===== config.mk =====
export PLATFORM = sky130hd
export DESIGN_NAME = afc_host_ctrl
export DESIGN_NICKNAME = d
export VERILOG_FILES = /design/src/afc_pkg.sv /design/src/afc_sync.sv /design/src/afc_host_ctrl.sv
export SDC_FILE = /design/constraint.sdc
export NUM_CORES = 1
export LEC_CHECK = 0
export ABC_AREA = 1
export BUFFER_PORTS_ARGS = -buffer_cell sky130_fd_sc_hd__buf_4
export CORE_UTILIZATION = 55
export DETAILED_ROUTE_END_ITERATION = 10
export MAX_ROUTING_LAYER = met4
export PLACE_DENSITY = 0.93
export SLEW_MARGIN = 10
export SYNTH_ARGS = -nofsm -noshare
export SYNTH_HDL_FRONTEND = slang
export SYNTH_HIERARCHICAL = 1
export SYNTH_SLANG_ARGS = --single-unit

===== constraint.sdc =====
create_clock -name CLK_SYS_I -period 2.55 [get_ports CLK_SYS_I]
set_input_delay 0.51 -clock CLK_SYS_I [delete_from_list [all_inputs] [get_ports CLK_SYS_I]]
set_output_delay 0.51 -clock CLK_SYS_I [all_outputs]
set_load 0.01 [all_outputs]

===== src/afc_pkg.sv =====
// constants, register map and pin carrier for the fifo host controller
package afc_pkg;
  // clock and pin timing
  localparam int CLK_NS       = 40;
  localparam int PULSE_NS     = 35;
  localparam int RECOVER_NS   = 10;
  localparam int RS_TO_R_NS   = 35;
  localparam int R_TO_LOAD_NS = 10;
  localparam int ACCESS_NS    = 35;
  localparam int SYNC_STAGES  = 2;
  // least times round up, never below one cycle
  localparam int PULSE_CYC   = (PULSE_NS + CLK_NS - 1) / CLK_NS > 0 ?
                               (PULSE_NS + CLK_NS - 1) / CLK_NS : 1;
  localparam int RECOVER_CYC = (RECOVER_NS + CLK_NS - 1) / CLK_NS > 0 ?
                               (RECOVER_NS + CLK_NS - 1) / CLK_NS : 1;
  localparam int RS_R_CYC    = (RS_TO_R_NS + CLK_NS - 1) / CLK_NS > 0 ?
                               (RS_TO_R_NS + CLK_NS - 1) / CLK_NS : 1;
  localparam int R_LOAD_CYC  = (R_TO_LOAD_NS + CLK_NS - 1) / CLK_NS > 0 ?
                               (R_TO_LOAD_NS + CLK_NS - 1) / CLK_NS : 1;
  localparam int ACCESS_CYC  = (ACCESS_NS + CLK_NS - 1) / CLK_NS > 0 ?
                               (ACCESS_NS + CLK_NS - 1) / CLK_NS : 1;
  // read data and flags only count once they have crossed the synchroniser
  localparam int READ_CYC    = ACCESS_CYC + SYNC_STAGES;
  localparam int SETTLE_CYC  = RECOVER_CYC + SYNC_STAGES;
  localparam int CNT_W       = 4;

  // word and threshold layout
  localparam int WORD_W       = 9;
  localparam int OFF_LSB      = 0;
  localparam int OFF_MSB      = 5;
  localparam int THR_CFG_BIT  = 8;
  localparam logic [5:0] OFF_MIN = 6'h01;

  // register map of the controller
  localparam int ADDR_W = 8;
  localparam int DATA_W = 32;
  localparam logic [7:0] REG_CMD    = 8'h00;
  localparam logic [7:0] REG_WDATA  = 8'h04;
  localparam logic [7:0] REG_AF_THR = 8'h08;
  localparam logic [7:0] REG_AE_THR = 8'h0c;
  localparam logic [7:0] REG_STATUS = 8'h10;
  localparam logic [7:0] REG_RDATA  = 8'h14;
  localparam logic [7:0] REG_CFG    = 8'h18;
  // command bits
  localparam int CMD_RESET  = 0;
  localparam int CMD_LOAD   = 1;
  localparam int CMD_READ   = 2;
  localparam int CMD_REPLAY = 3;
  localparam int CMD_CLEAR  = 4;
  // configuration bits
  localparam int CFG_LOAD_VIA_Q = 0;
  localparam int CFG_CASCADE    = 1;
  // status bits, and the valid bit of the read data register
  localparam int ST_BUSY    = 0;
  localparam int ST_REFUSED = 1;
  localparam int ST_LOCKED  = 2;
  localparam int ST_FLAGS   = 3;
  localparam int RD_VALID   = 9;

  typedef struct packed {
    logic empty_n;
    logic full_n;
    logic third_n;
    logic almost_full_n;
    logic almost_empty_n;
  } afc_flags_s;

  typedef enum logic [3:0] {
    S_IDLE     = 4'h0,
    S_RST      = 4'h1,
    S_LD_R     = 4'h2,
    S_LD_WLOW  = 4'h3,
    S_LD_WREC  = 4'h4,
    S_LD_END   = 4'h5,
    S_WR_LOW   = 4'h6,
    S_RD_LOW   = 4'h7,
    S_RT_LOW   = 4'h8,
    S_REC      = 4'h9
  } afc_state_e;
endpackage


===== src/afc_sync.sv =====
// two-stage synchroniser for pin inputs
`timescale 1ns/1ns
`default_nettype none
module afc_sync #(
  parameter int WIDTH  = 14,
  parameter int STAGES = 2
) (
  input  wire logic             CLK_SYS_I,
  input  wire logic             RESETN_I,
  input  wire logic [WIDTH-1:0] async_i,
  output var  logic [WIDTH-1:0] sync_o
);
  logic [WIDTH-1:0] stage [STAGES];

  if (STAGES < 2) begin : g_chk
    $error("afc_sync needs at least two stages");
  end

  always_ff @(posedge CLK_SYS_I or negedge RESETN_I) begin
    if (!RESETN_I) begin
      for (int i = 0; i < STAGES; i++) begin
        stage[i] <= '1;
      end
    end else begin
      stage[0] <= async_i;
      for (int i = 1; i < STAGES; i++) begin
        stage[i] <= stage[i-1];
      end
    end
  end

  assign sync_o = stage[STAGES-1];
endmodule // afc_sync
`default_nettype wire


===== src/afc_host_ctrl.sv =====
// host controller driving the strobe fifo pins from a register port
`timescale 1ns/1ns
`default_nettype none
module afc_host_ctrl #(
  parameter int WORD_W = afc_pkg::WORD_W
) (
  input  wire logic                       CLK_SYS_I,
  input  wire logic                       RESETN_I,
  input  wire logic [afc_pkg::ADDR_W-1:0] REG_ADDR_I,
  input  wire logic [afc_pkg::DATA_W-1:0] REG_WDATA_I,
  input  wire logic                       REG_WR_I,
  input  wire logic                       REG_RD_I,
  output var  logic [afc_pkg::DATA_W-1:0] REG_RDATA_O,
  output var  logic                       RESET_LINE_N_O,
  output var  logic                       READ_STROBE_N_O,
  output var  logic                       WRITE_STROBE_N_O,
  output var  logic                       REPLAY_N_O,
  output var  logic [WORD_W-1:0]          DATA_IN_PINS_O,
  input  wire logic [WORD_W-1:0]          DATA_OUT_PINS_I,
  output var  logic [WORD_W-1:0]          DATA_OUT_PINS_O,
  output var  logic                       DATA_OUT_PINS_OE_O,
  input  wire logic                       EMPTY_FLAG_N_I,
  input  wire logic                       FULL_FLAG_N_I,
  input  wire logic                       HALF_FULL_FLAG_N_I,
  input  wire logic                       ALMOST_FULL_FLAG_N_I,
  input  wire logic                       ALMOST_EMPTY_FLAG_N_I
);
  localparam int SYNC_W = WORD_W + 5;

  if (WORD_W != afc_pkg::WORD_W) begin : g_chk
    $error("afc_host_ctrl serves one 9-bit device word");
  end

  // pins cross into the clock domain before anything looks at them
  logic [SYNC_W-1:0]   sync_in;
  logic [SYNC_W-1:0]   sync_out;
  afc_pkg::afc_flags_s flags;
  logic [WORD_W-1:0]   q_sync;

  assign sync_in = {DATA_OUT_PINS_I, EMPTY_FLAG_N_I, FULL_FLAG_N_I, HALF_FULL_FLAG_N_I,
                    ALMOST_FULL_FLAG_N_I, ALMOST_EMPTY_FLAG_N_I};

  afc_sync #(
    .WIDTH  (SYNC_W),
    .STAGES (afc_pkg::SYNC_STAGES)
  ) u_sync (
    .CLK_SYS_I (CLK_SYS_I),
    .RESETN_I  (RESETN_I),
    .async_i   (sync_in),
    .sync_o    (sync_out)
  );

  assign flags  = afc_pkg::afc_flags_s'(sync_out[4:0]);
  assign q_sync = sync_out[SYNC_W-1:5];

  // threshold word as sent: offset clamped, reserved bits zero
  function automatic logic [WORD_W-1:0] thr_word(input logic [WORD_W-1:0] v);
    logic [WORD_W-1:0] w;
    w = '0;
    w[afc_pkg::OFF_MSB:afc_pkg::OFF_LSB] = v[afc_pkg::OFF_MSB:afc_pkg::OFF_LSB];
    if (v[afc_pkg::OFF_MSB:afc_pkg::OFF_LSB] < afc_pkg::OFF_MIN) begin
      w[afc_pkg::OFF_MSB:afc_pkg::OFF_LSB] = afc_pkg::OFF_MIN;
    end
    w[afc_pkg::THR_CFG_BIT] = v[afc_pkg::THR_CFG_BIT];
    return w;
  endfunction

  // controller state
  afc_pkg::afc_state_e      state, next_state;
  logic [afc_pkg::CNT_W-1:0] cnt, next_cnt;
  logic                      ld_idx, next_ld_idx;
  logic [WORD_W-1:0]         af_thr, next_af_thr;
  logic [WORD_W-1:0]         ae_thr, next_ae_thr;
  logic [WORD_W-1:0]         wdata, next_wdata;
  logic [WORD_W-1:0]         rdata, next_rdata;
  logic                      rvalid, next_rvalid;
  logic [1:0]                cfg, next_cfg;
  logic                      locked, next_locked;
  logic                      refused, next_refused;
  logic                      rs_n, next_rs_n;
  logic                      r_n, next_r_n;
  logic                      w_n, next_w_n;
  logic                      rt_n, next_rt_n;
  logic [WORD_W-1:0]         din, next_din;
  logic                      q_oe, next_q_oe;
  logic [afc_pkg::DATA_W-1:0] rd_q, next_rd_q;
  logic                      wr_cmd_pending, next_pending;

  logic wr_cmd, wr_wdata, busy, refuse;
  logic [afc_pkg::DATA_W-1:0] cmd;
  logic [WORD_W-1:0] ld_word;

  assign cmd      = REG_WDATA_I;
  assign wr_cmd   = REG_WR_I && (REG_ADDR_I == afc_pkg::REG_CMD);
  assign wr_wdata = REG_WR_I && (REG_ADDR_I == afc_pkg::REG_WDATA);
  assign busy     = (state != afc_pkg::S_IDLE);
  assign ld_word  = ld_idx ? thr_word(ae_thr) : thr_word(af_thr);

  always_comb begin
    next_state   = state;
    next_cnt     = (cnt != '0) ? cnt - 1'b1 : cnt;
    next_ld_idx  = ld_idx;
    next_af_thr  = af_thr;
    next_ae_thr  = ae_thr;
    next_wdata   = wdata;
    next_rdata   = rdata;
    next_rvalid  = rvalid;
    next_cfg     = cfg;
    next_locked  = locked;
    next_rs_n    = rs_n;
    next_r_n     = r_n;
    next_w_n     = w_n;
    next_rt_n    = rt_n;
    next_din     = din;
    next_q_oe    = q_oe;
    refuse       = 1'b0;
    // register writes
    if (REG_WR_I && REG_ADDR_I == afc_pkg::REG_AF_THR) begin
      next_af_thr = REG_WDATA_I[WORD_W-1:0];
    end
    if (REG_WR_I && REG_ADDR_I == afc_pkg::REG_AE_THR) begin
      next_ae_thr = REG_WDATA_I[WORD_W-1:0];
    end
    if (REG_WR_I && REG_ADDR_I == afc_pkg::REG_CFG) begin
      next_cfg = REG_WDATA_I[1:0];
    end
    case (state)
      afc_pkg::S_IDLE: begin
        if (wr_wdata) begin
          if (!flags.full_n) begin
            refuse = 1'b1;
          end else begin
            next_wdata = REG_WDATA_I[WORD_W-1:0];
            next_din   = REG_WDATA_I[WORD_W-1:0];
            next_w_n   = 1'b0;
            next_cnt   = afc_pkg::CNT_W'(afc_pkg::PULSE_CYC);
            next_state = afc_pkg::S_WR_LOW;
          end
        end else if (wr_cmd && cmd[afc_pkg::CMD_LOAD]) begin
          next_rs_n   = 1'b0;
          next_ld_idx = 1'b0;
          next_cnt    = afc_pkg::CNT_W'(afc_pkg::RS_R_CYC);
          next_state  = afc_pkg::S_RST;
        end else if (wr_cmd && cmd[afc_pkg::CMD_RESET]) begin
          if (locked) begin
            refuse = 1'b1;
          end else begin
            next_rs_n  = 1'b0;
            next_cnt   = afc_pkg::CNT_W'(afc_pkg::PULSE_CYC);
            next_state = afc_pkg::S_RST;
          end
        end else if (wr_cmd && cmd[afc_pkg::CMD_READ]) begin
          if (!flags.empty_n) begin
            refuse = 1'b1;
          end else begin
            next_r_n   = 1'b0;
            next_cnt   = afc_pkg::CNT_W'(afc_pkg::READ_CYC);
            next_state = afc_pkg::S_RD_LOW;
          end
        end else if (wr_cmd && cmd[afc_pkg::CMD_REPLAY]) begin
          if (cfg[afc_pkg::CFG_CASCADE]) begin
            refuse = 1'b1;
          end else begin
            next_rt_n  = 1'b0;
            next_cnt   = afc_pkg::CNT_W'(afc_pkg::PULSE_CYC);
            next_state = afc_pkg::S_RT_LOW;
          end
        end
      end
      afc_pkg::S_RST: begin
        if (cnt == '0) begin
          if (ld_idx == 1'b0 && !wr_cmd_pending) begin
            next_rs_n  = 1'b1;
            next_cnt   = afc_pkg::CNT_W'(afc_pkg::SETTLE_CYC);
            next_state = afc_pkg::S_REC;
          end else begin
            next_r_n  = 1'b0;
            next_rt_n = cfg[afc_pkg::CFG_LOAD_VIA_Q];
            next_cnt  = afc_pkg::CNT_W'(afc_pkg::R_LOAD_CYC);
            next_state = afc_pkg::S_LD_R;
          end
        end
      end
      afc_pkg::S_LD_R: begin
        if (cnt == '0) begin
          next_din   = ld_word;
          next_q_oe  = cfg[afc_pkg::CFG_LOAD_VIA_Q];
          next_w_n   = 1'b0;
          next_cnt   = afc_pkg::CNT_W'(afc_pkg::PULSE_CYC);
          next_state = afc_pkg::S_LD_WLOW;
        end
      end
      afc_pkg::S_LD_WLOW: begin
        if (cnt == '0) begin
          next_w_n   = 1'b1;
          next_cnt   = afc_pkg::CNT_W'(afc_pkg::RECOVER_CYC);
          next_state = afc_pkg::S_LD_WREC;
        end
      end
      afc_pkg::S_LD_WREC: begin
        if (cnt == '0) begin
          if (!ld_idx) begin
            next_ld_idx = 1'b1;
            next_din    = thr_word(ae_thr);
            next_w_n    = 1'b0;
            next_cnt    = afc_pkg::CNT_W'(afc_pkg::PULSE_CYC);
            next_state  = afc_pkg::S_LD_WLOW;
          end else begin
            next_q_oe   = 1'b0;
            next_r_n    = 1'b1;
            next_rt_n   = 1'b1;
            next_locked = ae_thr[afc_pkg::THR_CFG_BIT];
            next_state  = afc_pkg::S_LD_END;
          end
        end
      end
      afc_pkg::S_LD_END: begin
        next_rs_n   = 1'b1;
        next_ld_idx = 1'b0;
        next_cnt    = afc_pkg::CNT_W'(afc_pkg::SETTLE_CYC);
        next_state  = afc_pkg::S_REC;
      end
      afc_pkg::S_WR_LOW: begin
        if (cnt == '0) begin
          next_w_n   = 1'b1;
          next_cnt   = afc_pkg::CNT_W'(afc_pkg::SETTLE_CYC);
          next_state = afc_pkg::S_REC;
        end
      end
      afc_pkg::S_RD_LOW: begin
        if (cnt == '0) begin
          next_rdata  = q_sync;
          next_rvalid = 1'b1;
          next_r_n    = 1'b1;
          next_cnt    = afc_pkg::CNT_W'(afc_pkg::SETTLE_CYC);
          next_state  = afc_pkg::S_REC;
        end
      end
      afc_pkg::S_RT_LOW: begin
        if (cnt == '0) begin
          next_rt_n  = 1'b1;
          next_cnt   = afc_pkg::CNT_W'(afc_pkg::SETTLE_CYC);
          next_state = afc_pkg::S_REC;
        end
      end
      afc_pkg::S_REC: begin
        if (cnt == '0) begin
          next_state = afc_pkg::S_IDLE;
        end
      end
      default: begin
        next_state = afc_pkg::S_IDLE;
      end
    endcase
    // a command other than clear, or a data write, while busy is refused, not queued
    if (busy && (wr_wdata || (wr_cmd && cmd[3:0] != 4'h0))) begin
      refuse = 1'b1;
    end
    if (REG_RD_I && REG_ADDR_I == afc_pkg::REG_RDATA) begin
      next_rvalid = 1'b0;
    end
  end

  // load entry marks itself through ld_idx staying clear and a pending flag
  always_comb begin
    next_pending = wr_cmd_pending;
    if (state == afc_pkg::S_IDLE && wr_cmd && cmd[afc_pkg::CMD_LOAD] && !wr_wdata) begin
      next_pending = 1'b1;
    end else if (state == afc_pkg::S_LD_END) begin
      next_pending = 1'b0;
    end
  end

  // refusal is sticky; a new refusal wins over a clear in the same cycle
  always_comb begin
    next_refused = refused;
    if (wr_cmd && cmd[afc_pkg::CMD_CLEAR]) begin
      next_refused = 1'b0;
    end
    if (refuse) begin
      next_refused = 1'b1;
    end
  end

  always_comb begin
    next_rd_q = '0;
    if (REG_RD_I) begin
      case (REG_ADDR_I)
        afc_pkg::REG_AF_THR: next_rd_q[WORD_W-1:0] = af_thr;
        afc_pkg::REG_AE_THR: next_rd_q[WORD_W-1:0] = ae_thr;
        afc_pkg::REG_WDATA:  next_rd_q[WORD_W-1:0] = wdata;
        afc_pkg::REG_CFG:    next_rd_q[1:0] = cfg;
        afc_pkg::REG_RDATA: begin
          next_rd_q[WORD_W-1:0]       = rdata;
          next_rd_q[afc_pkg::RD_VALID] = rvalid;
        end
        afc_pkg::REG_STATUS: begin
          next_rd_q[afc_pkg::ST_BUSY]    = busy;
          next_rd_q[afc_pkg::ST_REFUSED] = refused;
          next_rd_q[afc_pkg::ST_LOCKED]  = locked;
          next_rd_q[afc_pkg::ST_FLAGS +: 5] = flags;
        end
        default: next_rd_q = '0;
      endcase
    end
  end

  always_ff @(posedge CLK_SYS_I or negedge RESETN_I) begin
    if (!RESETN_I) begin
      state          <= afc_pkg::S_IDLE;
      cnt            <= '0;
      ld_idx         <= 1'b0;
      wr_cmd_pending <= 1'b0;
      af_thr         <= '0;
      ae_thr         <= '0;
      wdata          <= '0;
      rdata          <= '0;
      rvalid         <= 1'b0;
      cfg            <= '0;
      locked         <= 1'b0;
      refused        <= 1'b0;
      rs_n           <= 1'b1;
      r_n            <= 1'b1;
      w_n            <= 1'b1;
      rt_n           <= 1'b1;
      din            <= '0;
      q_oe           <= 1'b0;
      rd_q           <= '0;
    end else begin
      state          <= next_state;
      cnt            <= next_cnt;
      ld_idx         <= next_ld_idx;
      wr_cmd_pending <= next_pending;
      af_thr         <= next_af_thr;
      ae_thr         <= next_ae_thr;
      wdata          <= next_wdata;
      rdata          <= next_rdata;
      rvalid         <= next_rvalid;
      cfg            <= next_cfg;
      locked         <= next_locked;
      refused        <= next_refused;
      rs_n           <= next_rs_n;
      r_n            <= next_r_n;
      w_n            <= next_w_n;
      rt_n           <= next_rt_n;
      din            <= next_din;
      q_oe           <= next_q_oe;
      rd_q           <= next_rd_q;
    end
  end

  assign REG_RDATA_O        = rd_q;
  assign RESET_LINE_N_O     = rs_n;
  assign READ_STROBE_N_O    = r_n;
  assign WRITE_STROBE_N_O   = w_n;
  assign REPLAY_N_O         = rt_n;
  assign DATA_IN_PINS_O     = din;
  assign DATA_OUT_PINS_O    = din;
  assign DATA_OUT_PINS_OE_O = q_oe;
endmodule // afc_host_ctrl
`default_nettype wire


==> summary.md <==
| Metric | Value |
|---|---|
| Status | `complete, no violations` |
| Root buffer cell | `clkbuf_8` |
| Vias per inst | `5.51` |
| Row count | `35` |
| Largest family of logic cells by synthesized area | `simple AND/OR/NAND/NOR gates` |
| RSZ-0062 raised after global routing | `no` |
| Most frequent cell after synthesis | `nand2_1` |
| Ys flop type | `dfrtp_1` |
| Distinct cell type count after synthesis | `44` |
| Die W | `99.3 um` |
| Endpoints failing setup | `0` |
| Yosys warns | `6` |
| Largest net degree at the start of global routing | `48` |
| Actual slew at the worst max-slew pin | `0.583 ns` |
| Tcrit/Tclk final | `0.841` |
| Total Routed Length | `12400 um` |
| Cell count after synthesis | `618` |
| Worst min path class | `in -> async` |
| Final Hold Fails | `0` |
| Max FO, Critical Path | `5` |
| Static Leak | `between 0.002 and 0.003 uW` |
| Synth Area in Adders | `0.00480` |
| Core box area | `9200 um^2` |
| Antenna Cells | `0` |
| Setup tns final | `0 ns` |
| Die H | `99.3 um` |
| CP required | `2.82 ns` |
| CTS-repair resized insts | `0` |
| Vias in the first global route | `just over 4000` |
| Async set-reset flop share out of synthesis | `1.00` |
| Mean Syn Cell Area | `8.43 um^2` |
| H-Tree Depth | `3` |
| Seq cells post-synth | `103` |
| Routed Antenna Nets | `0` |
| Most Frequent Cell on Critical Path | `ha_1` |
| Synthesis-to-layout area growth | `13.1%` |
| Synth Area in Compound Gates | `0.131` |
| Crit end category | `flip-flop` |
| Final #Nets | `740` |
| Crit path buffers/inverters | `2` |
| Post-synth EDFFs | `0` |
| DIE AREA | `between 9000 and 10000 um^2` |
| Worst vdd ir | `0.472 mV` |
| Clock Tree Buf Depth | `2` |
| PD cells | `between 800 and 900 nW/um^2` |
| Final Skew | `0.0169 ns` |
| GRT Total Usage | `0.279` |
| Avg WL per Cell | `around 16 um` |
| Synth top area share | `0.341` |
| CTS tree | `done` |
| Mapped Area | `5210 um^2` |
| Crit path cell chain | `inv_1 > ha_1 > nand2_1 > nor2_2 > inv_2 > ha_1 > nor3_1 > nor2_1 > a211oi_1 > a21oi_1` |
| Gpl congestion | `between 0.9 and 1` |
| DRT iter0 DRCs | `approximately 300` |
| Slowest cell delay on critical path | `0.41 ns` |
| Register area share after synthesis | `0.502` |
| Final core occ | `0.641` |
| Critical path class | `reg -> reg` |
| Fin. max-slew vios | `0` |
| Clk sinks | `103` |
| Top cells by count, synth | `145 x nand2_1, 71 x dfrtp_1, 63 x inv_1, 48 x o21ai_0` |
| Cell taking the most area after synthesis | `dfrtp_1` |
| Family with the most delay on the worst path | `simple AND/OR/NAND/NOR gates` |
| Worst R2R Setup Slack | `0.40 ns` |
| Post-Synth Simple-Gate Area | `0.231` |
| Num ports | `roughly 110` |
| PortBufs | `67` |
| Initial Utilization | `0.567` |
| Residual DRC | `0` |
| Final worst path period need | `2.15 ns` |
| Num CTS Buffers | `9` |
| Grt ovf | `0` |
| XOR/XNOR Fraction of Synth Area | `0` |
| First-pass GRT wire length | `20400 um` |
| Initial antenna violation count | `0` |
| Hpwl dp | `9400 um` |
| Via count | `4382` |
| CTS clk-pin slew, worst paths | `0.11 ns` |
| DR pass1 iterations | `5` |
| Worst-skew pair later-pin latency | `0.38 ns` |
| Critical Path Source Type | `flip-flop` |
| Crit path max-delay cell type | `dfrtp_1` |
| Setup bufs post-CTS | `0` |
| Top cells by area, synth | `dfrtp_1 34%, dfstp_2 16%, nand2_1 10%` |
| Mux contribution to synthesized area | `0.00192` |
| Slew headroom | `0.611` |
| Max-Cap Viols | `0` |
| # hold bufs at CTS | `0` |
| Critical path arrival | `2.41 ns` |
| Layout cell share with drive strength beyond 1 | `0.235` |
| Fmax | `between 400 and 500 MHz` |
==> area by class of cell <==
cell class | count | area (um^2)
Fill cell | 764 | 3300
Sequential cell | 103 | 2620
Multi-Input combinational cell | 406 | 2000
Timing Repair Buffer | 83 | 636
Inverter | 77 | 292
Tap cell | 111 | 139
Clock buffer | 9 | 124
Clock inverter | 7 | 86.3
==> per-stage QoR <==
step	worst slack [ns]	power [uW]	area (um^2)	std cells	hold slack [ns]
2_1_floorplan	0.600	3610	5290	639	0.214
3_3_place_gp	0.222	4130	5690	780	0.346
3_5_place_dp	0.137	4190	5690	780	0.347
4_1_cts	0.434	5240	5900	796	0.141
5_1_grt	0.271	5570	5900	796	0.168
6_report	0.405	5220	5900	796	0.127
==> metal layers <==
metal / vias to the layer above / wire length (um) / global-route usage
li1: 2086 / - / -
met1: 2067 / 5690 / 0.383
met2: 205 / 5530 / 0.416
met3: 24 / 883 / 0.0555
met4: 0 / 272 / 0.101
met5: - / 0 / -
==> sequential cells by signal (all words and copies together) (netlist names), 4 cells and up <==
signal	cells
u_sync/stage	14
u_sync/sync_o	14
REG_RDATA_O	10
DATA_IN_PINS_O	9
ae_thr	9
af_thr	9
rdata	9
wdata	9
cnt	4
state	4
==> layout by cell type (no fill, tap or decap), types with 4 or more instances in the layout <==
master,instances
nand2_1,145
nor2_1,42
clkbuf_8,9
a211oi_1,6
nor2_4,4
o22ai_1,6
inv_1,63
nor2_2,5
dfrtp_1,71
dfstp_2,32
a21oi_1,21
o21ai_1,12
nor3_1,7
a31oi_1,6
nand3_1,45
buf_4,82
o21ai_0,48
conb_1,22
inv_2,10
nand4_1,6
==> worst reg2reg max path, delay by kind of cell, from the launching register on <==
family                     cells  cell delay [ns]
and+or+nand+nor                4             0.62
adders and majority gates      2             0.51
buffers and inverters          2             0.18
DFF                            1             0.41
AOI/OAI and AO/OA              2             0.33
==> where the power goes <==
part | internal (uW) | total (uW) | switching [uW] | leakage, uW
clock | 394 | 1050 | 655 | 0.000104
sequential | 1880 | 2030 | 153 | 0.00129
combinational | 824 | 2140 | 1320 | 0.00152
==> cells by family (layout without fill, tap and decap cells) <==
family          after synthesis  after routing
simple gates                263            263
other cells                   1             22
flops                       103            103
compound gates              118            118
buf+inv                     130            176
fa+ha+maj                     2              2
mux                           1              1
==> final timing paths <==
| kind | depth (start not counted) | end | from |
|---|---|---|---|
| min reg2reg | 0 | u_sync/sync_o[0] | u_sync/stage[14] |
| max reg2reg | 10 | cnt[0] | cnt[0] |
| max in group asynchronous | 2 | u_sync/sync_o[13] | RESETN_I |
| min | 1 | state[2] | RESETN_I |
| max | 10 | cnt[0] | cnt[0] |
| min in group CLK_SYS_I | 1 | u_sync/stage[23] | DATA_OUT_PINS_I[4] |
(Power assumes the default switching activity.)
